**src/inc/jfp_pkg.sv**
```systemverilog
package jfp_pkg;
  localparam int JFP_IR_W = 4;
  localparam int JFP_CMD_W = 15;
  localparam int JFP_EN_W = 16;
  localparam int JFP_BYTE_W = 8;
  localparam int JFP_ADDR_W = 8;
  localparam int JFP_PAGE_LOAD_BITS = 2048;
  localparam int JFP_PAGE_READ_BITS = 2056;
  localparam int JFP_PAGE_BYTES = JFP_PAGE_LOAD_BITS / JFP_BYTE_W;
  localparam logic [3:0] JFP_PROGRAM_UNLOCK_INSTR = 4'h4;
  localparam logic [3:0] JFP_COMMAND_ENTRY_INSTR = 4'h5;
  localparam logic [3:0] JFP_PAGE_LOAD_INSTR = 4'h6;
  localparam logic [3:0] JFP_PAGE_READ_INSTR = 4'h7;
  localparam logic [3:0] JFP_IR_RESET = 4'hf;
  localparam logic [3:0] JFP_IR_CAPTURE = 4'h1;
  localparam logic [15:0] JFP_UNLOCK_SIG = 16'ha370;
  localparam logic [2:0] JFP_BIT_LAST = 3'h7;
  localparam logic [7:0] JFP_ADDR_RESET = 8'h00;

  typedef enum logic [3:0] {
    JFP_TLR, JFP_RTI, JFP_SEL_DR, JFP_CAP_DR, JFP_SH_DR, JFP_EX1_DR, JFP_PA_DR, JFP_EX2_DR,
    JFP_UPD_DR, JFP_SEL_IR, JFP_CAP_IR, JFP_SH_IR, JFP_EX1_IR, JFP_PA_IR, JFP_EX2_IR, JFP_UPD_IR
  } jfp_tap_state_t;

  function automatic jfp_tap_state_t jfp_next_state(input jfp_tap_state_t s, input logic tms);
    jfp_tap_state_t n;
    n = JFP_TLR;
    case (s)
      JFP_TLR: n = tms ? JFP_TLR : JFP_RTI;
      JFP_RTI: n = tms ? JFP_SEL_DR : JFP_RTI;
      JFP_SEL_DR: n = tms ? JFP_SEL_IR : JFP_CAP_DR;
      JFP_CAP_DR: n = tms ? JFP_EX1_DR : JFP_SH_DR;
      JFP_SH_DR: n = tms ? JFP_EX1_DR : JFP_SH_DR;
      JFP_EX1_DR: n = tms ? JFP_UPD_DR : JFP_PA_DR;
      JFP_PA_DR: n = tms ? JFP_EX2_DR : JFP_PA_DR;
      JFP_EX2_DR: n = tms ? JFP_UPD_DR : JFP_SH_DR;
      JFP_UPD_DR: n = tms ? JFP_SEL_DR : JFP_RTI;
      JFP_SEL_IR: n = tms ? JFP_TLR : JFP_CAP_IR;
      JFP_CAP_IR: n = tms ? JFP_EX1_IR : JFP_SH_IR;
      JFP_SH_IR: n = tms ? JFP_EX1_IR : JFP_SH_IR;
      JFP_EX1_IR: n = tms ? JFP_UPD_IR : JFP_PA_IR;
      JFP_PA_IR: n = tms ? JFP_EX2_IR : JFP_PA_IR;
      JFP_EX2_IR: n = tms ? JFP_UPD_IR : JFP_SH_IR;
      JFP_UPD_IR: n = tms ? JFP_SEL_DR : JFP_RTI;
      default: n = JFP_TLR;
    endcase
    return n;
  endfunction : jfp_next_state
endpackage : jfp_pkg

```
**src/inc/jfp_tap_if.sv**
```systemverilog
`timescale 1ns/100ps
`default_nettype none
interface jfp_tap_if;
  import jfp_pkg::*;
  logic tck_rise;
  logic tck_fall;
  logic tms_s;
  logic tdi_s;
  logic ir_lsb;
  logic [3:0] ir;
  jfp_tap_state_t state;
  modport tap (output tck_rise, tck_fall, tms_s, tdi_s, ir_lsb, ir, state);
  modport core (input tck_rise, tck_fall, tms_s, tdi_s, ir_lsb, ir, state);
endinterface : jfp_tap_if
`default_nettype wire

```
**src/jfp_tap.sv**
```systemverilog
`timescale 1ns/100ps
`default_nettype none
module jfp_tap
(
  input wire logic clock,
  input wire logic rst_n,
  input wire logic tck,
  input wire logic tms,
  input wire logic tdi,
  jfp_tap_if.tap bus
);
  import jfp_pkg::*;

  logic [2:0] tck_q;
  logic [1:0] tms_q;
  logic [1:0] tdi_q;
  logic [3:0] ir_sh_q;
  logic [3:0] ir_q;
  jfp_tap_state_t state_q;

  // pins are asynchronous to clock; tms and tdi are read at the second stage, tck at the second and third
  always_ff @(posedge clock or negedge rst_n)
  begin
    if (!rst_n)
    begin
      tck_q <= 3'h0;
      tms_q <= 2'h3;
      tdi_q <= 2'h0;
    end
    else
    begin
      tck_q <= {tck_q[1:0], tck};
      tms_q <= {tms_q[0], tms};
      tdi_q <= {tdi_q[0], tdi};
    end
  end

  assign bus.tck_rise = tck_q[1] & ~tck_q[2];
  assign bus.tck_fall = ~tck_q[1] & tck_q[2];
  assign bus.tms_s = tms_q[1];
  assign bus.tdi_s = tdi_q[1];

  always_ff @(posedge clock or negedge rst_n)
  begin
    if (!rst_n)
      state_q <= JFP_TLR;
    else if (bus.tck_rise)
      state_q <= jfp_next_state(state_q, tms_q[1]);
  end

  // instruction register, lsb first
  always_ff @(posedge clock or negedge rst_n)
  begin
    if (!rst_n)
    begin
      ir_sh_q <= JFP_IR_RESET;
      ir_q <= JFP_IR_RESET;
    end
    else if (bus.tck_rise)
    begin
      case (state_q)
        JFP_TLR: ir_q <= JFP_IR_RESET;
        JFP_CAP_IR: ir_sh_q <= JFP_IR_CAPTURE;
        JFP_SH_IR: ir_sh_q <= {tdi_q[1], ir_sh_q[3:1]};
        JFP_UPD_IR: ir_q <= ir_sh_q;
        default: ir_q <= ir_q;
      endcase
    end
  end

  assign bus.ir = ir_q;
  assign bus.ir_lsb = ir_sh_q[0];
  assign bus.state = state_q;
endmodule : jfp_tap
`default_nettype wire

```
**src/jfp_prog.sv**
```systemverilog
// Operation
// instruction 5 selects the 15-bit command shift register.
// capture-dr loads the previous command result into the command register.
// shift-dr moves the command register one bit per tck, tdi in, tdo out.
// update-dr presents the shifted command to flash inputs without executing.
// entering run-test/idle after update gives one execute pulse.
// instruction 6 selects a 2048-bit virtual page-load chain.
// page chains use an 8-bit shifter plus a byte mover.
// page load never uses update-dr; bytes are written during shift-dr.
// page-load data enters from tdi and is committed byte by byte.
// instruction 7 selects a 2056-bit page-read chain, page plus eight bits.
// page read never uses capture-dr; bytes are fetched during shift-dr. The code fetches byte 0 in capture-dr.
// page-read data leaves on tdo each tck; tdi is ignored.
// programmer uses page load only when first in the scan chain.
// programmer uses page read only when first in the scan chain.
// all shift registers shift lsb first, in and out.
// the instruction register is four bits wide.
// update-dr under unlock compares the 16-bit register with the signature.
// commands and page transfers reach the flash only once unlocked.
`timescale 1ns/100ps
`default_nettype none
module jfp_prog
(
  input wire logic clock,
  input wire logic rst_n,
  input wire logic tck,
  input wire logic tms,
  input wire logic tdi,
  output logic tdo,
  output logic tdo_oe,
  input wire logic [14:0] cmd_result,
  output logic [14:0] cmd_word,
  output logic cmd_exec,
  output logic prog_enabled,
  output logic pbuf_wr,
  output logic pbuf_rd,
  output logic [7:0] pbuf_addr,
  output logic [7:0] pbuf_wdata,
  input wire logic [7:0] pbuf_rdata
);
  import jfp_pkg::*;

  jfp_tap_if tap_bus ();

  jfp_tap u_tap
  (
    .clock(clock),
    .rst_n(rst_n),
    .tck(tck),
    .tms(tms),
    .tdi(tdi),
    .bus(tap_bus.tap)
  );

  logic rise;
  logic tdi_b;
  jfp_tap_state_t st;
  logic is_cmd;
  logic is_load;
  logic is_read;
  logic is_unlock;
  assign rise = tap_bus.tck_rise;
  assign tdi_b = tap_bus.tdi_s;
  assign st = tap_bus.state;
  assign is_cmd = tap_bus.ir == JFP_COMMAND_ENTRY_INSTR;
  assign is_load = tap_bus.ir == JFP_PAGE_LOAD_INSTR;
  assign is_read = tap_bus.ir == JFP_PAGE_READ_INSTR;
  assign is_unlock = tap_bus.ir == JFP_PROGRAM_UNLOCK_INSTR;

  logic [14:0] cmd_sh_q;
  logic [14:0] cmd_word_q;
  logic exec_pend_q;
  logic cmd_exec_q;
  logic [15:0] en_sh_q;
  logic prog_en_q;
  logic [7:0] sh_q;
  logic [2:0] bit_q;
  logic [7:0] addr_q;
  logic [7:0] prefetch_q;
  logic rd_pend_q;
  logic pbuf_wr_q;
  logic pbuf_rd_q;
  logic [7:0] pbuf_addr_q;
  logic [7:0] pbuf_wdata_q;
  logic bypass_q;
  logic tdo_q;
  logic tdo_oe_q;

  // command register: capture result, shift, update
  always_ff @(posedge clock or negedge rst_n)
  begin
    if (!rst_n)
    begin
      cmd_sh_q <= '0;
      cmd_word_q <= '0;
    end
    else if (rise && is_cmd)
    begin
      case (st)
        JFP_CAP_DR: cmd_sh_q <= cmd_result;
        JFP_SH_DR: cmd_sh_q <= {tdi_b, cmd_sh_q[14:1]};
        JFP_UPD_DR: cmd_word_q <= cmd_sh_q;
        default: cmd_sh_q <= cmd_sh_q;
      endcase
    end
  end

  // execute pulse only on the path update-dr straight into run-test/idle
  always_ff @(posedge clock or negedge rst_n)
  begin
    if (!rst_n)
    begin
      exec_pend_q <= 1'b0;
      cmd_exec_q <= 1'b0;
    end
    else
    begin
      cmd_exec_q <= 1'b0;
      if (rise && is_cmd && st == JFP_UPD_DR)
        exec_pend_q <= !tap_bus.tms_s;
      else if (exec_pend_q && st != JFP_UPD_DR)
      begin
        exec_pend_q <= 1'b0;
        cmd_exec_q <= (st == JFP_RTI) && prog_en_q;
      end
    end
  end

  // unlock register; cleared in test-logic-reset so a stale match cannot persist
  always_ff @(posedge clock or negedge rst_n)
  begin
    if (!rst_n)
    begin
      en_sh_q <= '0;
      prog_en_q <= 1'b0;
    end
    else if (rise)
    begin
      if (st == JFP_TLR)
      begin
        en_sh_q <= '0;
        prog_en_q <= 1'b0;
      end
      else if (is_unlock && st == JFP_SH_DR)
        en_sh_q <= {tdi_b, en_sh_q[15:1]};
      else if (is_unlock && st == JFP_UPD_DR)
        prog_en_q <= en_sh_q == JFP_UNLOCK_SIG;
    end
  end

  // shared 8-bit shifter for both virtual page chains
  always_ff @(posedge clock or negedge rst_n)
  begin
    if (!rst_n)
    begin
      sh_q <= '0;
      bit_q <= '0;
      addr_q <= JFP_ADDR_RESET;
    end
    else if (rise && (is_load || is_read))
    begin
      if (st == JFP_CAP_DR)
      begin
        // counters rewind and the shifter clears here; the byte mover fetches byte 0 in capture
        sh_q <= '0;
        bit_q <= '0;
        addr_q <= JFP_ADDR_RESET;
      end
      else if (st == JFP_SH_DR)
      begin
        bit_q <= bit_q + 3'h1;
        if (is_read && bit_q == JFP_BIT_LAST)
        begin
          sh_q <= prefetch_q;
          addr_q <= addr_q + 8'h01;
        end
        else if (is_read)
          sh_q <= {1'b0, sh_q[7:1]};
        else
        begin
          sh_q <= {tdi_b, sh_q[7:1]};
          if (bit_q == JFP_BIT_LAST)
            addr_q <= addr_q + 8'h01;
        end
      end
    end
  end

  // byte mover: write completed bytes, prefetch next read byte
  always_ff @(posedge clock or negedge rst_n)
  begin
    if (!rst_n)
    begin
      pbuf_wr_q <= 1'b0;
      pbuf_rd_q <= 1'b0;
      rd_pend_q <= 1'b0;
      pbuf_addr_q <= '0;
      pbuf_wdata_q <= '0;
      prefetch_q <= '0;
    end
    else
    begin
      pbuf_wr_q <= 1'b0;
      pbuf_rd_q <= 1'b0;
      rd_pend_q <= pbuf_rd_q;
      if (rd_pend_q)
        prefetch_q <= pbuf_rdata;
      if (rise && st == JFP_SH_DR && bit_q == JFP_BIT_LAST && is_load)
      begin
        pbuf_wr_q <= prog_en_q;
        pbuf_addr_q <= addr_q;
        pbuf_wdata_q <= {tdi_b, sh_q[7:1]};
      end
      else if (rise && is_read && (st == JFP_CAP_DR ||
               (st == JFP_SH_DR && bit_q == JFP_BIT_LAST)))
      begin
        // fetch runs a byte ahead, giving the eight leading pad bits
        pbuf_rd_q <= prog_en_q;
        pbuf_addr_q <= (st == JFP_CAP_DR) ? JFP_ADDR_RESET : addr_q + 8'h01;
        if (!prog_en_q)
          prefetch_q <= '0;
      end
    end
  end

  always_ff @(posedge clock or negedge rst_n)
  begin
    if (!rst_n)
      bypass_q <= 1'b0;
    else if (rise && st == JFP_SH_DR)
      bypass_q <= tdi_b;
  end

  // tdo changes on the falling tck edge, as the scan chain expects
  always_ff @(posedge clock or negedge rst_n)
  begin
    if (!rst_n)
    begin
      tdo_q <= 1'b0;
      tdo_oe_q <= 1'b0;
    end
    else if (tap_bus.tck_fall)
    begin
      tdo_oe_q <= st == JFP_SH_DR || st == JFP_SH_IR;
      if (st == JFP_SH_IR)
        tdo_q <= tap_bus.ir_lsb;
      else if (is_cmd)
        tdo_q <= cmd_sh_q[0];
      else if (is_unlock)
        tdo_q <= en_sh_q[0];
      else if (is_load || is_read)
        tdo_q <= sh_q[0];
      else
        tdo_q <= bypass_q;
    end
  end

  assign tdo = tdo_q;
  assign tdo_oe = tdo_oe_q;
  assign cmd_word = cmd_word_q;
  assign cmd_exec = cmd_exec_q;
  assign prog_enabled = prog_en_q;
  assign pbuf_wr = pbuf_wr_q;
  assign pbuf_rd = pbuf_rd_q;
  assign pbuf_addr = pbuf_addr_q;
  assign pbuf_wdata = pbuf_wdata_q;
endmodule : jfp_prog
`default_nettype wire

```
**config.mk**
```make
export PLATFORM = sky130hd
export DESIGN_NAME = jfp_prog
export DESIGN_NICKNAME = d
export VERILOG_FILES = /design/src/inc/jfp_pkg.sv /design/src/inc/jfp_tap_if.sv /design/src/jfp_tap.sv /design/src/jfp_prog.sv
export SDC_FILE = /design/constraint.sdc
export NUM_CORES = 1
export LEC_CHECK = 0
export BUFFER_PORTS_ARGS = -buffer_cell sky130_fd_sc_hd__buf_2
export CAP_MARGIN = 40
export CORE_UTILIZATION = 60
export CTS_BUF_LIST = sky130_fd_sc_hd__clkbuf_4
export DETAILED_ROUTE_END_ITERATION = 10
export GPL_ROUTABILITY_DRIVEN = 0
export PLACE_DENSITY = 0.82
export SETUP_SLACK_MARGIN = 0.3
export SYNTH_ARGS = -nofsm -noshare
export SYNTH_HDL_FRONTEND = slang
export SYNTH_HIERARCHICAL = 1
export SYNTH_SLANG_ARGS = --single-unit
```
**constraint.sdc**
```tcl
create_clock -name clock -period 3 [get_ports clock]
set_clock_uncertainty 0.1 [all_clocks]
set_input_delay 0.6 -clock clock [delete_from_list [all_inputs] [get_ports clock]]
set_output_delay 0.6 -clock clock [all_outputs]
set_load 0.01 [all_outputs]
```
==> results of run 1 <==
==> cell usage in the layout (no fill, tap or decap), drive strengths merged, types with 4 or more instances in the layout <==
master,n
a22oi,4
mux2i,31
dfstp,10
inv,6
nand3,20
a31oi,6
clkbuf,19
nor2b,7
o22a,4
nor2,20
nand2b,7
mux2,15
buf,76
o211ai,9
dfrtp,107
or4,4
a21oi,13
o21ai,59
o31ai,6
nand2,107
clkinv,10
==> worst min path at each step <==
stage | endpoint | slack [ns]
after floorplan | addr_q[0]$_DFFE_PN0P_ | 0.20
after global placement | u_tap/tdi_q[1]$_DFF_PN0_ | 0.23
after detailed placement | u_tap/tck_q[1]$_DFF_PN0_ | 0.24
after CTS | u_tap/tms_q[0]$_DFF_PN1_ | 0.03
after global routing | u_tap/tms_q[0]$_DFF_PN1_ | 0.003
final | sh_q[3]$_DFFE_PN0P_ | 0.01
==> cells by family (layout without fill, tap and decap cells) <==
kind of cell | Yosys count | after routing | synth area share
AOI/OAI and AO/OA | 116 | 116 | 0.1339
xor gates and xnor gates | 2 | 2 | 0.003238
adders and majority gates | 3 | 3 | 0.006939
buffers and inverters | 40 | 114 | 0.03931
DFF | 117 | 117 | 0.5435
muxes | 46 | 46 | 0.08858
and+or+nand+nor | 199 | 199 | 0.1846
==> routing by layer <==
| layer | GRT usage | up-vias | wire length (um) |
|---|---|---|---|
| met5 | 0 | - | 0 |
| met4 | 0.08496 | 0 | 120 |
| met3 | 0.06792 | 12 | 486 |
| met2 | 0.4025 | 107 | 5435 |
| met1 | 0.3301 | 2013 | 4733 |
| li1 | - | 1984 | - |
==> final cells by class <==
class	instances	area, um2
multi-input cells	366	2266
clock buffers	19	142.6
well taps	108	135.1
inverters	6	22.52
clock inverters	13	135.1
flip-flops and latches	117	2940
repair buffers	76	445.4
fillers	629	2634
==> Yosys cell counts (3+ instances only) <==
cell        n  share of area
a21oi_1    13          0.012
a22oi_1     4         0.0056
a31oi_1     6         0.0069
and3_1      3         0.0035
and4bb_2    3         0.0069
buf_2      13          0.012
buf_4       4         0.0056
buf_6       4         0.0083
clkbuf_1   11         0.0076
dfrtp_1   107           0.49
dfstp_2    10          0.049
ha_1        3         0.0069
inv_1       5         0.0035
mux2_2     15          0.031
mux2i_1    31          0.057
nand2_1   107          0.074
nand2b_1    6         0.0069
nand3_1    20          0.019
nand4b_1    3         0.0049
nor2_1     19          0.013
nor2b_1     7         0.0081
nor3_1      3         0.0028
o211ai_1    9          0.012
o21ai_0    42          0.039
o21ai_1    13          0.012
o21ai_2     4         0.0065
o22a_1      4         0.0065
o31ai_1     6         0.0083
or4_1       4         0.0056
==> registers in the layout, summed over array words and instances (netlist names), 2 cells and up <==
name,cells
u_tap/tdi_q,2
cmd_sh_q,15
cmd_word,15
pbuf_addr,8
u_tap/bus.state,4
addr_q,8
bit_q,3
pbuf_wdata,8
sh_q,8
u_tap/tms_q,2
u_tap/tck_q,3
u_tap/bus.ir,4
prefetch_q,8
en_sh_q,16
u_tap/ir_sh_q,4
==> power by group <==
part | internal (mW) | total, mW | switching (mW)
clock network | 0.510 | 1.11 | 0.604
registers | 1.74 | 1.90 | 0.163
logic | 0.407 | 0.928 | 0.522
==> timing repair <==
item / in CTS / in global routing
resized for setup: 0 / 0
setup endpoints to repair: 0 / 7
setup buffers: 0 / 1
==> through the flow <==
stage / hold WS, ns / utilization / std cells / worst slack (ns) / instance area (um2)
final: 0.01038 / 0.6980 / 705 / 0.7363 / 6087
after global routing: 0.003279 / 0.6980 / 705 / 0.5926 / 6087
after CTS: 0.02792 / 0.6971 / 704 / 0.4203 / 6080
after detailed placement: 0.2433 / 0.6653 / 672 / 0.4427 / 5802
after global placement: 0.2335 / 0.6621 / 671 / 0.5697 / 5774
after floorplan: 0.2044 / - / 523 / 0.9724 / 5410
==> critical path, cell delays in order, from the launching register on <==
cell	delay [ns]
dfrtp_1	0.41
ha_1	0.21
ha_1	0.28
and4bb_2	0.30
o211ai_1	0.53
nand2b_1	0.22
o31ai_1	0.10
==> run metrics, run 1 <==
status finished, final reports clean; Setup Viol. Count Final 0; Via density 5.838; hold violation count in the final report 0; cts hold-fix bufs 0; Clock Latency Late Sink 0.52 ns; max-cap viol count 0; R2R depth 6; Worst Path Required 3.29 ns; Critical Setup Path Class flip-flop to flip-flop; H-tree Lvls 4; Starting DRT DRC Count 257; Mapped Cells 523; Crit Reg-Reg Endpoint addr_q[5]$_DFFE_PN0P_; Rel. slew slack 0.5731; setup_tns 0 ns; drt pass-1 iters 5; Rows 34; Area growth syn-to-layout 12.51%; fraction of layout cells with a size suffix above 1 0.2496; Syn Nets 554; initial core utilization 0.6204; Synth Flop Type dfrtp_1; CTS tree built; Period minus WS final 2.264 ns; flops & latches, synth 117; I/O Buffers 64; cell area after synthesis 0.005410 mm2; final net count 615; Ys Warns 6; Startpoint Class flip-flop; Tot Pwr 3.947 mW; root buf cell clkbuf_4; Longest Clk Path Bufs 2; Die Height 96.96 um; sequential fraction of the synthesis area 0.5435; RSZ-0062 raised after global routing no; Routed WL 10.78 mm; core area 0.008721 mm2; Distinct cells, synth 65; async set-reset flop share out of synthesis 1.000; Reg-to-Reg Start bit_q[0]$_DFFE_PN0P_; Leak 2.913 nW; Post-DRT Antenna Nets 0; Mean Syn Cell Area 10.34 um2; initial antenna violation count 0; crit path from bit_q[0]$_DFFE_PN0P_; vias 4116; clk sinks 117; first-pass GRT wire length 18.77 mm; Final Max Tran Viols 0; die width 96.96 um; DIE AREA 0.009400 mm2; fin crit share 0.7546; CP endpoint kind flip-flop; Max Clock Freq 0.4418 GHz; cts bufs inserted 17; CP max FO 9; grt total ovfl 0; vias in the first global route 3987; largest net degree at the start of global routing 118; Routed wire per std cell 15.29 um; R2R Setup Slk 0.74 ns; type of the most critical hold path input port to async pin; Total GRT Usage 0.2505; Post-synth EDFFs 0; Remaining DRCs 0; CTS clk-pin slew, worst paths 0.12 ns; CP endpoint addr_q[5]$_DFFE_PN0P_; I/O pins 65; worst slew pin tran 0.6384 ns; Peak VDD IR 0.4631 mV; Power Dens Cells 648.5 mW/mm2; # diodes 0; Data arrival, critical path 2.55 ns; detailed placement HPWL 7.189 mm
Power figures use the tool's default switching activity.
==> run 2: changes to the inputs <==
==> constraint.sdc (replaced) <==
create_clock -name clock -period 2.1 [get_ports clock]
set_clock_uncertainty 0.1 [all_clocks]
set_input_delay 0.42 -clock clock [delete_from_list [all_inputs] [get_ports clock]]
set_output_delay 0.42 -clock clock [all_outputs]
set_load 0.01 [all_outputs]
==> run 2 against run 1 <==
  * The run now ends with design-rule violations, negative setup slack left
  * Clock power up 67%
  * Routed wire length up 40%
  * First-iteration DRC count up 56%
  * Global-route usage up 4.0 points
  * Sequential share of layout area down 6.9 points
  * Power up 70%
  * Non-clock buffer count up 54
  * Combinational power up 130%
  * Clock-buffer cell count up 2
  * Flip-flop and latch count unchanged
  * Critical endpoint is now pbuf_addr[6]$_DFFE_PN0P_
  * Largest power group unchanged
==> run metrics, run 2 (synthesis gave the netlist of run 1 again) <==
grt total ovfl 0 (unchanged); Critical Setup Path Class flip-flop to flip-flop; CTS tree built; CTS clk-pin slew, worst paths 0.11 ns (about the same); Clock Latency Late Sink 0.54 ns (+0.02 ns); Die Height 96.96 um (unchanged); largest net degree at the start of global routing 70 (-41%); Via density 6.264 (+7.3%); CP cell instances ha_2 -> ha_4 -> and4bb_2 -> o211ai_1 -> buf_4 -> or4_1 -> nand3_1; Sw Ratio 0.3342 (+0.007764); Leak 3.379 nW (+16%); final worst setup slack -0.02252 ns (-0.7588 ns); sequential share of power 0.413 (-0.070); Area growth syn-to-layout 31.52%; Starting DRT DRC Count 401 (+56%); critical path's slowest cell or4_1; Rel. slew slack 0.6550 (+0.08194); Pint 4.478 mW (+68%); setup_tns -0.03943 ns (-0.03943 ns); drt pass-1 iters 9 (+4); fraction of layout cells with a size suffix above 1 0.4301 (+0.1805); type of the most critical hold path input port to flip-flop; Largest Register en_sh_q; vias 4754 (+16%); Final Max Tran Viols 0 (unchanged); status finished with violations; Setup Viol. Count Final 2 (+2); part of the power in combinational logic 0.311 (+0.076); clock power share 0.275 (-0.007); CP endpoint kind flip-flop; core area 0.008721 mm2 (unchanged); hold violation count in the final report 0 (unchanged); I/O pins 65 (unchanged); switching power total 2.248 mW (+74%); Largest register FFs 16 (unchanged); Total GRT Usage 0.2902 (+0.03977); worst slew pin tran 0.5152 ns (-0.1233 ns); die width 96.96 um (unchanged); Data arrival, critical path 2.50 ns (-0.05 ns); DIE AREA 0.009400 mm2 (unchanged); Startpoint Class flip-flop; Longest Clk Path Bufs 2 (unchanged); final net count 669 (+8.8%); root buf cell clkbuf_4; Worst path max stage delay 0.42 ns (-0.11 ns); I/O Buffers 64 (unchanged); # diodes 0 (unchanged); worst hold slack 0.04370 ns (+0.03332 ns); most frequent cells in the layout dfrtp_1 (102), nand2_1 (79), buf_2 (63); cts bufs inserted 17 (unchanged); fin crit share 1.011 (+0.2562); initial antenna violation count 0 (unchanged); Max Clock Freq 0.4711 GHz (+6.7%); Peak VDD IR 0.6357 mV (+37%); commonest non-fill, non-tap cell in the layout dfrtp_1; initial core utilization 0.6204 (unchanged); failing checks design-rule violations, negative setup slack; Worst Path Required 2.48 ns (-0.81 ns); Routed WL 15.11 mm (+40%); Post-DRT Antenna Nets 0 (unchanged); vias in the first global route 4517 (+13%); Crit path buffers/inverters 1 (+1); Period minus WS final 2.123 ns (-0.1412 ns); detailed placement HPWL 7.662 mm (+6.6%); Rows 34 (unchanged); CP max FO 4 (-5); Power Dens Cells 945.2 mW/mm2 (+46%); max-cap viol count 0 (unchanged); RSZ-0062 raised after global routing yes; delay-heaviest family, CP simple AND/OR/NAND/NOR gates; clk sinks 117 (unchanged); first-pass GRT wire length 21.71 mm (+16%); Routed wire per std cell 19.90 um (+30%); Remaining DRCs 1 (+1); H-tree Lvls 4 (unchanged)
-- run 2: cell count changes in the layout (fill, tap and decap cells not counted), sizes merged --
| cell | previous run | this run |
|---|---|---|
| clkinvlp | 1 | 2 |
| dlygate4sd3 | 0 | 4 |
| buf | 76 | 125 |
| bufinv | 2 | 4 |
| clkinv | 10 | 5 |
| clkbuf | 19 | 22 |
-- run 2: worst min-delay path, stage by stage --
cell and delay [ns]:
buf_2 0.08, mux2i_1 0.05, nor2_1 0.09
-- run 2: per-layer routing --
metal,vias up,global-route usage,routed length (um)
li1,2085,-,-
met1,2327,0.3677,5770
met2,264,0.4686,7492
met3,78,0.06503,1058
met4,0,0.1504,784
met5,-,0,0
-- run 2: per-stage QoR --
step	instances	setup WS [ns]	cell area [um2]	utilization	power [mW]
floorplan	523	0.1523	5479	-	3.776
global placement	688	0.01088	5963	0.6838	4.106
detailed placement	688	0.01607	5963	0.6838	4.176
CTS	751	0.05894	6683	0.7663	6.208
global route	759	-0.1047	7116	0.8159	6.976
finish	759	-0.02252	7116	0.8159	6.726
-- run 2: area by class of cell --
class / instances / area [um2]
sequential: 117 / 2947
multi-input combinational: 366 / 2704
fill: 461 / 1605
timing repair buffer: 130 / 989.7
clock buffer: 21 / 157.7
clock inverter: 11 / 157.7
tap: 108 / 135.1
inverter: 6 / 25.02
-- run 2: path summary, 6_finish.rpt --
| check | end | depth (start not counted) | slack, ns | startpoint |
|---|---|---|---|---|
| min | prefetch_q[3]$_DFF_PN0_ | 3 | 0.04 | pbuf_rdata[3] |
| min reg2reg | u_tap/tck_q[1]$_DFF_PN0_ | 0 | 0.25 | u_tap/tck_q[0]$_DFF_PN0_ |
| max reg2reg | pbuf_addr[6]$_DFFE_PN0P_ | 7 | -0.02 | bit_q[0]$_DFFE_PN0P_ |
| min in group asynchronous | sh_q[1]$_DFFE_PN0P_ | 3 | 0.30 | rst_n |
| max | pbuf_addr[6]$_DFFE_PN0P_ | 7 | -0.02 | bit_q[0]$_DFFE_PN0P_ |
| max in group asynchronous | u_tap/tms_q[1]$_DFF_PN1_ | 3 | 1.22 | rst_n |
-- run 2: repair_timing --
| item | in CTS | in global routing |
|---|---|---|
| cloned | 2 | 1 |
| resized for setup | 46 | 118 |
| hold endpoints to repair | 110 | 0 |
| setup endpoints to repair | 90 | 93 |
| pin swaps | 21 | 49 |
| hold buffers | 4 | 0 |
| buffers inserted | 25 | 7 |
-- run 2: power by group through the flow --
stage               combinational (mW)  sequential, mW  clock (mW)
floorplan                         1.09            2.69           0
global placement                  1.36            2.74           0
detailed placement                1.42            2.76           0
CTS                               1.68            2.71        1.82
global route                      2.22            2.80        1.96
finish                            2.09            2.78        1.85
==> run 3: changes to the inputs <==
--- a/config.mk
+++ b/config.mk
@@ -5,6 +5,7 @@
 export SDC_FILE = /design/constraint.sdc
 export NUM_CORES = 1
 export LEC_CHECK = 0
+export ABC_AREA = 1
 export BUFFER_PORTS_ARGS = -buffer_cell sky130_fd_sc_hd__buf_2
 export CAP_MARGIN = 40
 export CORE_UTILIZATION = 60
==> run 3 against run 2 <==
  * Critical path depth is 1 higher
  * The run now ends clean
  * Largest cell class unchanged
  * Non-clock buffer count is 47 lower
  * Clock-buffer cell count is 4 lower
==> run metrics, run 3 <==
hold violation count in the final report 0 (unchanged); vias 4839 (+1.8%); Setup Viol. Count Final 0 (-2); Critical Setup Path Class flip-flop to flip-flop; Top cell by count, worst path nand2_1; Synth Flop Type dfrtp_1; Longest Clk Path Bufs 2 (unchanged); Crit path depth 8 (+1); # diodes 0 (unchanged); CTS clk-pin slew, worst paths 0.11 ns (about the same); Peak VDD IR 0.5652 mV (-11%); post-synth top area cell dfrtp_1; commonest non-fill, non-tap cell in the layout nand2_1; CP cell instances ha_1 -> ha_4 -> inv_1 -> nand2_2 -> nand2_1 -> nor2_4 -> nand2_1 -> nand3_1; I/O Buffers 64 (unchanged); Routed wire per std cell 13.58 um (-32%); Worst Path Required 2.40 ns (-0.08 ns); max-cap viol count 0 (unchanged); Synth area leaders dfrtp_1 (47%), nand2_1 (14%), dfstp_2 (4.6%), o21ai_1 (4.4%), nand3_1 (4.1%); CP endpoint kind flip-flop; Finished Layout Cells 889 (+17%); Rel. slew slack 0.6880 (+0.03293); Period minus WS final 1.714 ns (-0.4083 ns); core area 0.009196 mm2 (+5.5%); Routed WL 12.08 mm (-20%); final net count 796 (+19%); filler cell count 680 (+48%); RSZ-0062 raised after global routing yes; Final Max Tran Viols 0 (unchanged); largest net degree at the start of global routing 58 (-17%); Data arrival, critical path 2.01 ns (-0.49 ns); initial core utilization 0.6173 (-0.003094); Largest Register en_sh_q; type of the most critical hold path input port to flip-flop; initial antenna violation count 0 (unchanged); Total GRT Usage 0.2679 (-0.02231); cell area after synthesis 0.005677 mm2 (+4.9%); CTS tree built; Max Clock Freq 0.5833 GHz (+24%); sequential fraction of the synthesis area 0.5180 (-0.02551); Startpoint Class flip-flop; Worst path max stage delay 0.41 ns (about the same); Syn Nets 715 (+29%); Clock Latency Late Sink 0.52 ns (-0.02 ns); Mapped Cells 684 (+31%); grt total ovfl 0 (unchanged); Power Dens Cells 922.7 mW/mm2 (-2.4%); Distinct cells, synth 35 (-46%); I/O pins 65 (unchanged); setup_tns 0 ns (+0.03943 ns); async set-reset flop share out of synthesis 1.000 (unchanged); Rows 35 (+2.9%); DIE AREA 0.009855 mm2 (+4.8%); Setup WS pre-CTS 0.1936 ns (+0.1776 ns); Post-DRT Antenna Nets 0 (unchanged); worst slew pin tran 0.4680 ns (-0.04712 ns); Post-synth top cells nand2_1 (205), dfrtp_1 (107), inv_1 (56), o21ai_1 (50), nor2_1 (48); Via density 5.443 (-13%); Area growth syn-to-layout 16.62%; Largest register FFs 16 (unchanged); Starting DRT DRC Count 334 (-17%); die width 99.27 um (+2.4%); final worst setup slack 0.3857 ns (+0.4083 ns); Yosys top cell area share 0.4717 (-0.02323); Leak 3.373 nW (-0.16%); Remaining DRCs 0 (-1); fraction of layout cells with a size suffix above 1 0.2442 (-0.1859); hold depth 3 (unchanged); fin crit share 0.8163 (-0.1944); Mean Syn Cell Area 8.299 um2 (-20%); dpl cells 848 (+23%); H-tree Lvls 4 (unchanged); cts bufs inserted 17 (unchanged); status finished, final reports clean; root buf cell clkbuf_4; flops & latches, synth 117 (unchanged); delay-heaviest family, CP simple AND/OR/NAND/NOR gates; Post-synth EDFFs 0 (unchanged); CP max FO 8 (+4); R2R depth 8 (+1); clk sinks 117 (unchanged); vias in the first global route 4595 (+1.7%); Crit path buffers/inverters 1 (unchanged); first-pass GRT wire length 20.83 mm (-4.0%); detailed placement HPWL 8.217 mm (+7.2%); critical path's slowest cell dfrtp_1; drt pass-1 iters 6 (-3); most frequent cell after synthesis nand2_1; most frequent cells in the layout nand2_1 (203), dfrtp_1 (106), buf_2 (63); Die Height 99.27 um (+2.4%); Ys Warns 6 (unchanged)
## run 3: cell types whose count changed after synthesis, sizes merged, moves of 7 or more
cell / previous run / this run
nor2: 20 / 68
a21oi: 13 / 20
inv: 6 / 70
nand3: 20 / 49
nor2b: 7 / 0
mux2: 15 / 0
o211ai: 9 / 1
mux2i: 31 / 0
nand2b: 7 / 0
clkbuf: 12 / 2
o21ai: 59 / 99
nand2: 107 / 215
## run 3: stage by stage
stage / area [um2] / hold slack [ns] / utilization / total power, mW
final: 6620 / 0.05207 / 0.7199 / 6.108
after global routing: 6620 / 0.02231 / 0.7199 / 6.434
after CTS: 6477 / 0.03331 / 0.7044 / 5.997
after detailed placement: 6071 / 0.2379 / 0.6601 / 3.998
after global placement: 6056 / 0.2354 / 0.6585 / 3.918
after floorplan: 5677 / 0.02441 / - / 3.663
## run 3: path summary, 6_finish.rpt
| check | from | endpoint | slack, ns |
|---|---|---|---|
| worst min register to register | u_tap/tck_q[0]$_DFF_PN0_ | u_tap/tck_q[1]$_DFF_PN0_ | 0.26 |
| max in group asynchronous | rst_n | en_sh_q[0]$_DFFE_PN0P_ | 0.95 |
| worst min-delay path | pbuf_rdata[3] | prefetch_q[3]$_DFF_PN0_ | 0.05 |
| worst max-delay path | bit_q[0]$_DFFE_PN0P_ | pbuf_addr[4]$_DFFE_PN0P_ | 0.39 |
| worst max register to register | bit_q[0]$_DFFE_PN0P_ | pbuf_addr[4]$_DFFE_PN0P_ | 0.39 |
| min in group asynchronous | rst_n | cmd_sh_q[6]$_DFFE_PN0P_ | 0.28 |
## run 3: cell type report
| cell class | count | area [um2] | area share |
|---|---|---|---|
| clock buffer | 17 | 127.6 | 0.01928 |
| clock inverter | 15 | 229.0 | 0.03459 |
| inverter | 72 | 294.0 | 0.04442 |
| multi-input combinational | 474 | 2366 | 0.3574 |
| sequential | 117 | 2942 | 0.4443 |
| tap | 111 | 138.9 | 0.02098 |
| timing repair buffer | 83 | 523.0 | 0.07900 |
## run 3: routing by layer
layer,up-vias,share of wire,global-route usage,wire length (um)
met5,-,0,0,0
met2,163,0.49,0.4418,5926
met1,2279,0.43,0.3433,5234
li1,2366,-,-,-
met4,0,0.026,0.1154,311
met3,31,0.050,0.05903,604
## run 3: cell families (layout without fill, tap and decap cells)
family | after synthesis | count (layout) | share of synthesized area
adder cells (fa/ha/maj) | 3 | 3 | 0.006613
AO/OA/AOI/OAI | 122 | 122 | 0.1166
buffers and inverters | 93 | 187 | 0.07868
AND/OR/NAND/NOR | 349 | 349 | 0.2801
flip-flops | 117 | 117 | 0.5180
## run 3: power by group
part	total [mW]	leakage [nW]	switching (mW)	internal, mW
clock network	1.98	0.192	0.899	1.08
registers	2.57	1.50	0.143	2.43
logic	1.56	1.68	1.05	0.512
total	6.11	3.37	2.09	4.02
## run 3: repair_timing
action | in CTS | in global routing
hold buffers | 4 | 0
setup endpoints to repair | 20 | 87
resized for setup | 3 | 31
pin swaps | 0 | 4
endpoints found under the hold margin | 34 | 0
setup buffers | 0 | 5
## run 3: worst min-delay path, stage by stage
cell	delay, ns
buf_2	0.07
a21oi_1	0.05
nor2_1	0.09
